`src/design/sci_params.svh`:
```
`ifndef SCI_PARAMS_SVH
`define SCI_PARAMS_SVH
`define OFF_STATUS  8'h00
`define OFF_DATA    8'h04
`define OFF_BAUD    8'h08
`define OFF_CTRL1   8'h0C
`define OFF_CTRL2   8'h10
`define STATUS_RST  8'hC0
`define CTRL1_RST   8'h00
`define CTRL2_RST   8'h00
`define BAUD_RST    8'h81
`define ST_TX_BUFFER_EMPTY     7
`define ST_TC       6
`define ST_RXF      5
`define ST_IDLE     4
`define ST_OR       3
`define ST_NF       2
`define ST_FE       1
`define TX_MASK     8'hC0
`define RX_MASK     8'h3E
`define C1_RX9      7
`define C1_TX9      6
`define C1_NINE     4
`define C1_WAKE     3
`define C1_WMASK    8'h58
`define C2_TIE      7
`define C2_TX_DONE_IRQ_EN     6
`define C2_RIE      5
`define C2_LINE_QUIET_IRQ_EN     4
`define C2_TXON     3
`define C2_RXON     2
`define C2_MUTE     1
`define C2_BRK      0
`define OVS_LAST    4'hF
`define SMP_A       4'h7
`define SMP_B       4'h8
`define SMP_C       4'h9
`define RESP_OKAY   2'h0
`define RESP_SLVERR 2'h2
`endif

```
`src/design/sci_pkg.sv`:
```
package sci_pkg;
	typedef enum logic [2:0] {
		KIND_DATA  = 3'b001,
		KIND_IDLE  = 3'b010,
		KIND_BREAK = 3'b100
	} tx_kind_e;
	typedef enum logic [1:0] {TX_IDLE = 2'b01, TX_SHIFT = 2'b10} tx_state_e;
	typedef enum logic [1:0] {RX_HUNT = 2'b01, RX_BITS = 2'b10} rx_state_e;

	// Bits in one frame: start, data and stop.
	function automatic logic [3:0] frame_bits(input logic nine);
		return nine ? 4'hB : 4'hA;
	endfunction
endpackage

```
`src/design/sci_status_control_mute_wakeup.sv`:
```
`include "sci_params.svh"
module sci_status_control_mute_wakeup
	import sci_pkg::*;
(
	input  wire logic        aclk,
	input  wire logic        aresetn,
	input  wire logic [7:0]  awaddr,
	input  wire logic        awvalid,
	output wire logic        awready,
	input  wire logic [31:0] wdata,
	input  wire logic [3:0]  wstrb,
	input  wire logic        wvalid,
	output wire logic        wready,
	output wire logic [1:0]  bresp,
	output wire logic        bvalid,
	input  wire logic        bready,
	input  wire logic [7:0]  araddr,
	input  wire logic        arvalid,
	output wire logic        arready,
	output wire logic [31:0] rdata,
	output wire logic [1:0]  rresp,
	output wire logic        rvalid,
	input  wire logic        rready,
	input  wire logic        halt_mode,
	input  wire logic        cpu_irq_mask,
	input  wire logic        rx_pin,
	output wire logic        tx_pin,
	output wire logic        tx_pin_oe,
	output wire logic        irq,
	output wire logic        wait_exit
);
	// One-hot register select: ctrl2, ctrl1, baud, data, status.
	function automatic logic [4:0] reg_sel(input logic [7:0] a);
		return {a == `OFF_CTRL2, a == `OFF_CTRL1, a == `OFF_BAUD,
			a == `OFF_DATA, a == `OFF_STATUS};
	endfunction

	////////////////////////////////////////////////////////////////////////
	logic       aw_held_r, w_held_r, bvalid_r, rvalid_r, wstrb_r;
	logic [7:0] waddr_r, wbyte_r, rdata_r;
	logic [1:0] bresp_r, rresp_r;
	logic [7:0] status_r, arm_r, ctrl1_r, ctrl2_r, baud_r, baud_cnt_r;
	logic [7:0] tx_hold_r, rx_hold_r;
	logic       hold_full_r, pre_pend_r, brk_pend_r, txon_q_r, brk_q_r, idle_arm_r;
	logic [7:0] status_nxt, arm_nxt, ctrl2_nxt, set_v, clr_v, txrx_clr_v;

	wire logic       run     = !halt_mode;
	wire logic       wr_fire = aw_held_r && w_held_r && !bvalid_r;
	wire logic [4:0] wr_sel  = reg_sel(waddr_r);
	wire logic       rd_fire = arvalid && !rvalid_r;
	wire logic [4:0] rd_sel  = reg_sel(araddr);
	// Writes with byte lane 0 disabled change nothing; the registers sit there.
	wire logic       wr_en   = wr_fire && wstrb_r && run;
	wire logic       wr_c1   = wr_en && wr_sel[3];
	wire logic       wr_c2   = wr_en && wr_sel[4];
	wire logic       st_acc  = run && ((rd_fire && rd_sel[0]) || (wr_en && wr_sel[0]));
	wire logic       dr_rd   = run && rd_fire && rd_sel[1];
	wire logic       dr_wr   = wr_en && wr_sel[1];

	wire logic tx_empty_irq_en    = ctrl2_r[`C2_TIE];
	wire logic tx_done_irq_en   = ctrl2_r[`C2_TX_DONE_IRQ_EN];
	wire logic rx_irq_en    = ctrl2_r[`C2_RIE];
	wire logic line_quiet_irq_en   = ctrl2_r[`C2_LINE_QUIET_IRQ_EN];
	wire logic tx_on  = ctrl2_r[`C2_TXON];
	wire logic rx_on  = ctrl2_r[`C2_RXON];
	wire logic mute   = ctrl2_r[`C2_MUTE];
	wire logic brk    = ctrl2_r[`C2_BRK];
	wire logic nine   = ctrl1_r[`C1_NINE];
	wire logic wake_m = ctrl1_r[`C1_WAKE];

	wire logic [7:0] rd_mux =
		({8{rd_sel[0]}} & {status_r[7:1], 1'b0}) |
		({8{rd_sel[1]}} & rx_hold_r) |
		({8{rd_sel[2]}} & baud_r) |
		({8{rd_sel[3]}} & ctrl1_r) |
		({8{rd_sel[4]}} & ctrl2_r);

	assign awready = !aw_held_r && !bvalid_r;
	assign wready  = !w_held_r && !bvalid_r;
	assign arready = !rvalid_r;
	assign bvalid  = bvalid_r;
	assign bresp   = bresp_r;
	assign rvalid  = rvalid_r;
	assign rresp   = rresp_r;
	assign rdata   = {24'h00_0000, rdata_r};

	////////////////////////////////////////////////////////////////////////
	// The bus keeps answering in halt so a stalled master never hangs.
	always_ff @(posedge aclk) begin
		if (!aresetn) begin
			{aw_held_r, w_held_r, bvalid_r, rvalid_r, wstrb_r} <= 5'h00;
			{waddr_r, wbyte_r, rdata_r} <= 24'h00_0000;
			{bresp_r, rresp_r} <= 4'h0;
		end else begin
			if (awvalid && awready) begin
				aw_held_r <= 1'b1;
				waddr_r   <= awaddr;
			end
			if (wvalid && wready) begin
				w_held_r <= 1'b1;
				wbyte_r  <= wdata[7:0];
				wstrb_r  <= wstrb[0];
			end
			if (wr_fire) begin
				aw_held_r <= 1'b0;
				w_held_r  <= 1'b0;
				bvalid_r  <= 1'b1;
				bresp_r   <= (|wr_sel) ? `RESP_OKAY : `RESP_SLVERR;
			end else if (bready) begin
				bvalid_r <= 1'b0;
			end
			if (rd_fire) begin
				rvalid_r <= 1'b1;
				rdata_r  <= rd_mux;
				rresp_r  <= (|rd_sel) ? `RESP_OKAY : `RESP_SLVERR;
			end else if (rready) begin
				rvalid_r <= 1'b0;
			end
		end
	end

	////////////////////////////////////////////////////////////////////////
	logic     tx_busy, tx_done_raw, txd, rx_word_raw, rx_noise, rx_frame, rx_idle_raw;
	logic [8:0] rx_data;
	tx_kind_e tx_kind;

	// Compare with >= so a smaller divisor written mid-count applies at once, not after a wrap.
	wire logic baud_tick = run && (baud_cnt_r >= baud_r);
	wire logic txon_rise = tx_on && !txon_q_r;
	wire logic brk_rise  = brk && !brk_q_r;
	wire logic brk_go    = brk || brk_pend_r;
	wire logic tx_start  = run && tx_on && !tx_busy && (brk_go || pre_pend_r || hold_full_r);
	assign tx_kind = brk_go ? KIND_BREAK : pre_pend_r ? KIND_IDLE : KIND_DATA;
	wire logic tx_load   = tx_start && (tx_kind == KIND_DATA);
	wire logic tx_done_p = run && tx_done_raw;

	assign tx_pin    = txd || !tx_on;
	assign tx_pin_oe = tx_on;

	sci_tx u_tx (
		.aclk    (aclk),
		.aresetn (aresetn),
		.tick    (baud_tick),
		.start   (tx_start),
		.kind    (tx_kind),
		.nine    (nine),
		.word    ({ctrl1_r[`C1_TX9], tx_hold_r}),
		.busy    (tx_busy),
		.done    (tx_done_raw),
		.txd     (txd)
	);

	sci_rx u_rx (
		.aclk      (aclk),
		.aresetn   (aresetn),
		.tick      (baud_tick),
		.enable    (rx_on),
		.nine      (nine),
		.rxd       (rx_pin),
		.word_done (rx_word_raw),
		.word      (rx_data),
		.noise     (rx_noise),
		.framing   (rx_frame),
		.idle_det  (rx_idle_raw)
	);

	////////////////////////////////////////////////////////////////////////
	wire logic rx_word   = run && rx_on && rx_word_raw;
	wire logic rx_idle   = run && rx_on && rx_idle_raw;
	wire logic addr_mark = nine ? rx_data[8] : rx_data[7];
	wire logic wake_am   = mute && wake_m && rx_word && addr_mark;
	wire logic wake_il   = mute && !wake_m && rx_idle;
	wire logic live_word = rx_word && (!mute || wake_am);
	wire logic rx_accept = live_word && !status_r[`ST_RXF];
	wire logic ovr_set   = live_word && status_r[`ST_RXF];
	wire logic idle_set  = rx_idle && !mute && idle_arm_r;

	// Framing and noise only rise with a transfer, so overrun hides them.
	assign set_v = {tx_load, tx_done_p, rx_accept, idle_set, ovr_set,
			rx_accept && rx_noise, rx_accept && rx_frame, 1'b0};
	assign txrx_clr_v = (dr_wr ? `TX_MASK : 8'h00) | (dr_rd ? `RX_MASK : 8'h00);
	assign clr_v = (arm_r & txrx_clr_v) | (rx_on ? 8'h00 : `RX_MASK);
	// Set beats clear, so an event in the clearing cycle survives.
	assign status_nxt = (status_r & ~clr_v) | set_v;
	assign arm_nxt = st_acc ? status_r : (arm_r & ~txrx_clr_v);
	assign ctrl2_nxt = wr_c2 ? wbyte_r :
			ctrl2_r & ~({7'h00, wake_am || wake_il} << `C2_MUTE);

	////////////////////////////////////////////////////////////////////////
	always_ff @(posedge aclk) begin
		if (!aresetn) begin
			status_r   <= `STATUS_RST;
			ctrl2_r    <= `CTRL2_RST;
			ctrl1_r    <= `CTRL1_RST;
			baud_r     <= `BAUD_RST;
			{arm_r, baud_cnt_r, tx_hold_r, rx_hold_r} <= 32'h0000_0000;
			{hold_full_r, pre_pend_r, brk_pend_r, txon_q_r, brk_q_r} <= 5'h00;
			idle_arm_r <= 1'b1;
		end else if (run) begin
			status_r   <= status_nxt;
			arm_r      <= arm_nxt;
			ctrl2_r    <= ctrl2_nxt;
			baud_cnt_r <= baud_tick ? 8'h00 : baud_cnt_r + 8'h01;
			txon_q_r   <= tx_on;
			brk_q_r    <= brk;
			if (wr_c1)
				ctrl1_r <= (ctrl1_r & ~`C1_WMASK) | (wbyte_r & `C1_WMASK);
			if (rx_accept)
				ctrl1_r[`C1_RX9] <= nine && rx_data[8];
			if (wr_en && wr_sel[2])
				baud_r <= wbyte_r;
			if (dr_wr)
				tx_hold_r <= wbyte_r;
			if (rx_accept)
				rx_hold_r <= rx_data[7:0];
			hold_full_r <= dr_wr || (hold_full_r && !tx_load && !(txon_q_r && !tx_on));
			pre_pend_r  <= txon_rise || (pre_pend_r && !(tx_start && tx_kind == KIND_IDLE));
			brk_pend_r  <= (brk_pend_r || brk_rise) && !(tx_start && tx_kind == KIND_BREAK);
			if (rx_accept)
				idle_arm_r <= 1'b1;
			else if (idle_set)
				idle_arm_r <= 1'b0;
		end
	end

	////////////////////////////////////////////////////////////////////////
	wire logic tx_irq = (status_r[`ST_TX_BUFFER_EMPTY] && tx_empty_irq_en) || (status_r[`ST_TC] && tx_done_irq_en);
	wire logic rx_irq = !mute && ((rx_irq_en && (status_r[`ST_RXF] || status_r[`ST_OR])) ||
			(line_quiet_irq_en && status_r[`ST_IDLE]));
	assign irq       = !cpu_irq_mask && (tx_irq || rx_irq);
	assign wait_exit = irq;
endmodule

```
`src/design/sci_tx.sv`:
```
`include "sci_params.svh"
module sci_tx
	import sci_pkg::*;
(
	input  wire logic       aclk,
	input  wire logic       aresetn,
	input  wire logic       tick,
	input  wire logic       start,
	input  wire tx_kind_e   kind,
	input  wire logic       nine,
	input  wire logic [8:0] word,
	output wire logic       busy,
	output wire logic       done,
	output wire logic       txd
);
	tx_state_e   state_r;
	logic [11:0] shift_r;
	logic [3:0]  tick_cnt_r;
	logic [3:0]  bits_left_r;
	logic        done_r;
	logic        txd_r;
	logic [11:0] load_w;
	logic [3:0]  len_w;

	// A break frame carries one extra bit, the closing mark.
	assign len_w  = (kind == KIND_BREAK) ? frame_bits(nine) + 4'h1 : frame_bits(nine);
	assign load_w = (kind == KIND_IDLE) ? 12'hFFF :
			(kind == KIND_BREAK) ? (nine ? 12'h800 : 12'hC00) :
			nine ? {2'b11, word, 1'b0} : {3'b111, word[7:0], 1'b0};
	assign busy = (state_r == TX_SHIFT);
	assign done = done_r;
	assign txd  = txd_r;

	always_ff @(posedge aclk) begin
		if (!aresetn) begin
			state_r     <= TX_IDLE;
			shift_r     <= 12'hFFF;
			tick_cnt_r  <= 4'h0;
			bits_left_r <= 4'h0;
			done_r      <= 1'b0;
			txd_r       <= 1'b1;
		end else begin
			done_r <= 1'b0;
			txd_r  <= busy ? shift_r[0] : 1'b1;
			case (state_r)
				TX_IDLE: if (start) begin
					shift_r     <= load_w;
					bits_left_r <= len_w;
					tick_cnt_r  <= 4'h0;
					state_r     <= TX_SHIFT;
				end
				TX_SHIFT: if (tick) begin
					tick_cnt_r <= tick_cnt_r + 4'h1;
					if (tick_cnt_r == `OVS_LAST) begin
						shift_r     <= {1'b1, shift_r[11:1]};
						bits_left_r <= bits_left_r - 4'h1;
						if (bits_left_r == 4'h1) begin
							state_r <= TX_IDLE;
							done_r  <= 1'b1;
						end
					end
				end
				default: state_r <= TX_IDLE;
			endcase
		end
	end
endmodule

```
`src/design/sci_rx.sv`:
```
`include "sci_params.svh"
module sci_rx
	import sci_pkg::*;
(
	input  wire logic       aclk,
	input  wire logic       aresetn,
	input  wire logic       tick,
	input  wire logic       enable,
	input  wire logic       nine,
	input  wire logic       rxd,
	output wire logic       word_done,
	output wire logic [8:0] word,
	output wire logic       noise,
	output wire logic       framing,
	output wire logic       idle_det
);
	rx_state_e   state_r;
	logic [3:0]  cnt_r;
	logic [3:0]  idx_r;
	logic [10:0] shift_r;
	logic        smp_a_r, smp_b_r, noise_acc_r, done_r, idle_r, idle_taken_r;
	logic [7:0]  quiet_r;
	logic [8:0]  word_r;
	logic        noise_r, frame_r;
	wire logic   maj_w  = (smp_a_r & smp_b_r) | (smp_a_r & rxd) | (smp_b_r & rxd);
	wire logic   dis_w  = !((smp_a_r == smp_b_r) && (smp_b_r == rxd));
	wire logic   last_w = (idx_r == frame_bits(nine) - 4'h1);
	wire logic [7:0] quiet_lim_w = {frame_bits(nine), 4'h0};

	assign word_done = done_r;
	assign word      = word_r;
	assign noise     = noise_r;
	assign framing   = frame_r;
	assign idle_det  = idle_r;

	always_ff @(posedge aclk) begin
		if (!aresetn) begin
			state_r <= RX_HUNT;
			{cnt_r, idx_r, quiet_r} <= 16'h0000;
			shift_r <= 11'h000;
			{smp_a_r, smp_b_r, noise_acc_r, done_r, idle_r, idle_taken_r} <= 6'h00;
			word_r  <= 9'h000;
			{noise_r, frame_r} <= 2'b00;
		end else begin
			done_r <= 1'b0;
			idle_r <= 1'b0;
			if (!enable) begin
				state_r      <= RX_HUNT;
				quiet_r      <= 8'h00;
				idle_taken_r <= 1'b0;
			end else if (tick) begin
				case (state_r)
					RX_HUNT: if (!rxd) begin
						state_r      <= RX_BITS;
						cnt_r        <= 4'h1;
						idx_r        <= 4'h0;
						noise_acc_r  <= 1'b0;
						quiet_r      <= 8'h00;
						idle_taken_r <= 1'b0;
					end else if (quiet_r == quiet_lim_w) begin
						idle_r       <= !idle_taken_r;
						idle_taken_r <= 1'b1;
					end else begin
						quiet_r <= quiet_r + 8'h01;
					end
					RX_BITS: begin
						cnt_r <= cnt_r + 4'h1;
						if (cnt_r == `SMP_A) smp_a_r <= rxd;
						if (cnt_r == `SMP_B) smp_b_r <= rxd;
						if (cnt_r == `SMP_C) begin
							idx_r <= idx_r + 4'h1;
							if (idx_r == 4'h0 && maj_w) begin
								// A start bit that reads high was a glitch.
								state_r <= RX_HUNT;
							end else begin
								shift_r     <= {maj_w, shift_r[10:1]};
								noise_acc_r <= noise_acc_r | dis_w;
							end
							if (last_w) begin
								state_r <= RX_HUNT;
								done_r  <= 1'b1;
								word_r  <= nine ? shift_r[10:2] : {1'b0, shift_r[10:3]};
								noise_r <= noise_acc_r | dis_w;
								frame_r <= !maj_w;
							end
						end
					end
					default: state_r <= RX_HUNT;
				endcase
			end
		end
	end
endmodule

```
`config.mk`:
```
export PLATFORM = sky130hd
export DESIGN_NAME = sci_status_control_mute_wakeup
export DESIGN_NICKNAME = d
export VERILOG_FILES = /design/src/design/sci_pkg.sv /design/src/design/sci_status_control_mute_wakeup.sv /design/src/design/sci_tx.sv /design/src/design/sci_rx.sv
export VERILOG_INCLUDE_DIRS = /design/src /design/src/design
export SDC_FILE = /design/constraint.sdc
export NUM_CORES = 1
export LEC_CHECK = 0
export BUFFER_PORTS_ARGS = -buffer_cell sky130_fd_sc_hd__clkbuf_2
export CORE_MARGIN = 5
export CORE_UTILIZATION = 40
export DETAILED_ROUTE_END_ITERATION = 10
export PLACE_DENSITY = 0.58
export SETUP_SLACK_MARGIN = 0.2
export SKIP_CTS_REPAIR_TIMING = 1
export SLEW_MARGIN = 25
export SYNTH_ARGS = -nofsm -noshare
export SYNTH_HDL_FRONTEND = slang
export SYNTH_SLANG_ARGS = --single-unit
```
`constraint.sdc`:
```
create_clock -name aclk -period 5.58 [get_ports aclk]
set_input_delay 0.837 -clock aclk [delete_from_list [all_inputs] [get_ports aclk]]
set_output_delay 0.837 -clock aclk [all_outputs]
set_load 0.005 [all_outputs]
```
==> summary.txt <==
Clock network
  – Clk Tree Root Cell: clkbuf_16
  – Longest Clk Path Bufs: 2
  – Clock transition at path regs: 0.07 ns
  – # clock sinks: 162
  – TritonCTS clock tree: done
  – H-tree lvl count: 4
  – Clk Latency, worst-skew pair: 0.43 ns
  – Cts bufs inserted: 17

Setup path
  – CP top delay family: compound AO/OA/AOI/OAI gates
  – Critical path buffers and inverters: 1
  – Critical path arrival: 3.33 ns
  – Max FO, Critical Path: 15
  – Setup CP Type: register to register
  – Crit-path cells: nor2_1, inv_1, o311ai_0, nand3_1, a21oi_1, a311oi_1
  – Worst setup SP type: register
  – Max incr delay on CP: 0.96 ns
  – Crit path max-delay cell type: o311ai_0
  – Required time of the critical path: 5.87 ns
  – CP endpoint kind: register

Timing
  – Maximum achievable frequency: 0.329 GHz
  – Worst hold slack: 0.453 ns
  – RSZ-0062 raised after global routing: false
  – Worst Max-Slew Pin Slew: 1.11 ns
  – Hold Vio Cnt, Final: 0
  – Worst slew margin: 0.253
  – Final worst path period share: 0.545
  – Sum Neg Setup Slack: 0 ns
  – Fin crit period: 3.04 ns
  – Final max-slew violation count: 0
  – Clk_skew: 0.0109 ns
  – Setup-failing EPs final: 0

Die
  – Die area: 22200 sq um
  – Die X: 149 um
  – Die Y: 149 um
  – Std-Cell Rows: 50
  – Core area: 18900 sq um
  – Io pins: 107
  – Initial Utilization: 0.410

Drt
  – Avg WL per Cell: 16.0 um
  – Initial DRC Count: 417
  – # DRC: 0
  – First drt pass iteration count: 5
  – Vias/cell: 5.29
  – Routed wire length: 19600 um
  – Detail Route Antenna Nets: 0
  – DR vias: 6492

Power
  – Leakage power: 3.25 nW
  – VDD IR max: 0.204 mV
  – PwrDens: 285 nW/um^2

Global routing
  – Met2 Use GR: 0.270
  – Number of global-route vias before repair: 5957
  – Top Usage Layer GRT: met2
  – Global route total overflow: 0
  – Largest net degree at the start of global routing: 50
  – First-pass GRT wire length: 31700 um
  – Antenna violations before repair: 0
  – Total GRT Usage: 0.178
  – GRT met1 Usage: 0.257
  – Met3 usage in global routing: 0.0395

Synthesis
  – Top post-synthesis cells by count: dfxtp_1 (162), nor2_1 (120), nand2_1 (117), a21oi_1 (66), o21ai_0 (45)
  – Avg Synthesized Cell Area: 8.38 sq um
  – Syn Std Cell Area: 7740 sq um
  – Async set or reset register ratio after synthesis: 0
  – Count leader, synth: dfxtp_1
  – Synthesized instance count: 924
  – Ranking of synthesized cells by area: dfxtp_1 (42%), nor2_1 (5.8%), mux2i_1 (5.7%), nand2_1 (5.7%), a21oi_1 (4.3%)
  – Sequential element share of the synthesized area: 0.419
  – Library cells used by synthesis: 72
  – Number of synthesized flops with an enable pin: 0
  – Synth Flop Type: dfxtp_1
  – Largest area contributor in the netlist: dfxtp_1
  – Register bit total from synthesis: 162
  – Yosys warns: 0
  – Synth top area share: 0.419

Place
  – GPL Wtd Cong: 0.828
  – Port Buf Inserts: 53
  – Detailed Place HPWL: 13800 um

Flow run
  – Max Cap Viol: 0

Run status
  – Status: completed

Cells and area
  – Layout cells sized above 1: 0.121
  – P&R area growth vs syn: 12.4%
  – Final nets: 1042
  – ANT cells: 0

Hold path
  – Worst hold path type: register to register
[per-stage QoR]
stage / util / std cells / setup WS (ns) / instance area, sq um / total power (W)
floorplan: - / 949 / 2.97 / 7840 / 0.00130
global placement: 0.429 / 1195 / 2.20 / 8110 / 0.00134
detailed placement: 0.429 / 1195 / 2.12 / 8110 / 0.00134
CTS: 0.460 / 1227 / 2.56 / 8690 / 0.00250
global route: 0.461 / 1228 / 2.30 / 8700 / 0.00257
finish: 0.461 / 1228 / 2.54 / 8700 / 0.00248
[worst paths after layout]
check	endpoint	startpoint	depth (start not counted)	slack, ns
hold / removal	waddr_r[7]	waddr_r[7]	2	0.45
setup / recovery	u_tx.bits_left_r[3]	ctrl2_r[0]	6	2.54
setup reg to reg	u_tx.bits_left_r[3]	ctrl2_r[0]	6	2.54
hold reg to reg	waddr_r[7]	waddr_r[7]	2	0.45
[report_power, final]
part	switching (W)	leakage [nW]	total, W	internal [W]
clock	0.000507	0.292	0.00117	0.000658
sequential	0.0000208	1.31	0.00119	0.00117
combinational	0.0000796	1.64	0.000120	0.0000405
total	0.000608	3.25	0.00248	0.00187
[metal layers]
metal	vias up	routed length, um
met3	18	865
met5	-	0
met4	0	184
met2	115	8660
li1	3297	-
met1	3062	9910
[worst register-to-register path, stage by stage (launching register included)]
cell and delay (ns):
dfxtp_1 0.36, nor2_1 0.25, inv_1 0.27, o311ai_0 0.96, nand3_1 0.66, a21oi_1 0.32
a311oi_1 0.07
[logic make-up after synthesis]
family,after synthesis,synth area share
multiplexers,47,0.0613
adder cells (fa/ha/maj),25,0.0404
other,1,0.000484
AO/OA/AOI/OAI,216,0.183
AND/OR/NAND/NOR,359,0.218
buffers and inverters,101,0.0630
XOR/XNOR,13,0.0147
flip-flops,162,0.419
[cells in the final DEF (no fill, tap or decap), drive strengths merged, types with 10 or more instances in the layout]
cell / synthesis / final
nand4: 10 / 10
mux2i: 44 / 44
inv: 25 / 31
a31oi: 11 / 11
conb: 1 / 26
o21ai: 47 / 47
ha: 25 / 25
nand3: 27 / 27
nor2b: 10 / 10
a211oi: 32 / 32
nor3: 14 / 14
a21oi: 66 / 66
clkbuf: 37 / 73
nor2: 120 / 120
nand2: 117 / 117
dfxtp: 162 / 162
[flip-flops by register name (all words and copies together) (netlist names), 8 cells and up]
| register | cells |
|---|---|
| tx_hold_r | 8 |
| u_rx.shift_r | 9 |
| rx_hold_r | 8 |
| baud_cnt_r | 8 |
| u_rx.word | 9 |
| waddr_r | 8 |
| u_rx.quiet_r | 8 |
| wbyte_r | 8 |
| u_tx.shift_r | 11 |
| rdata_r | 8 |
| ctrl2_r | 8 |
| baud_r | 8 |
[final cells by class]
cell class                      instances  area, sq um
Clock buffer                           20          467
Inverter                               26         97.6
Timing Repair Buffer                   62          333
Tap cell                              260          325
Multi-Input combinational cell        686         4120
Sequential cell                       162         3240
Fill cell                            1902        10200
Clock inverter                         12          119
Note: power is estimated with default switching activity, not from simulation.
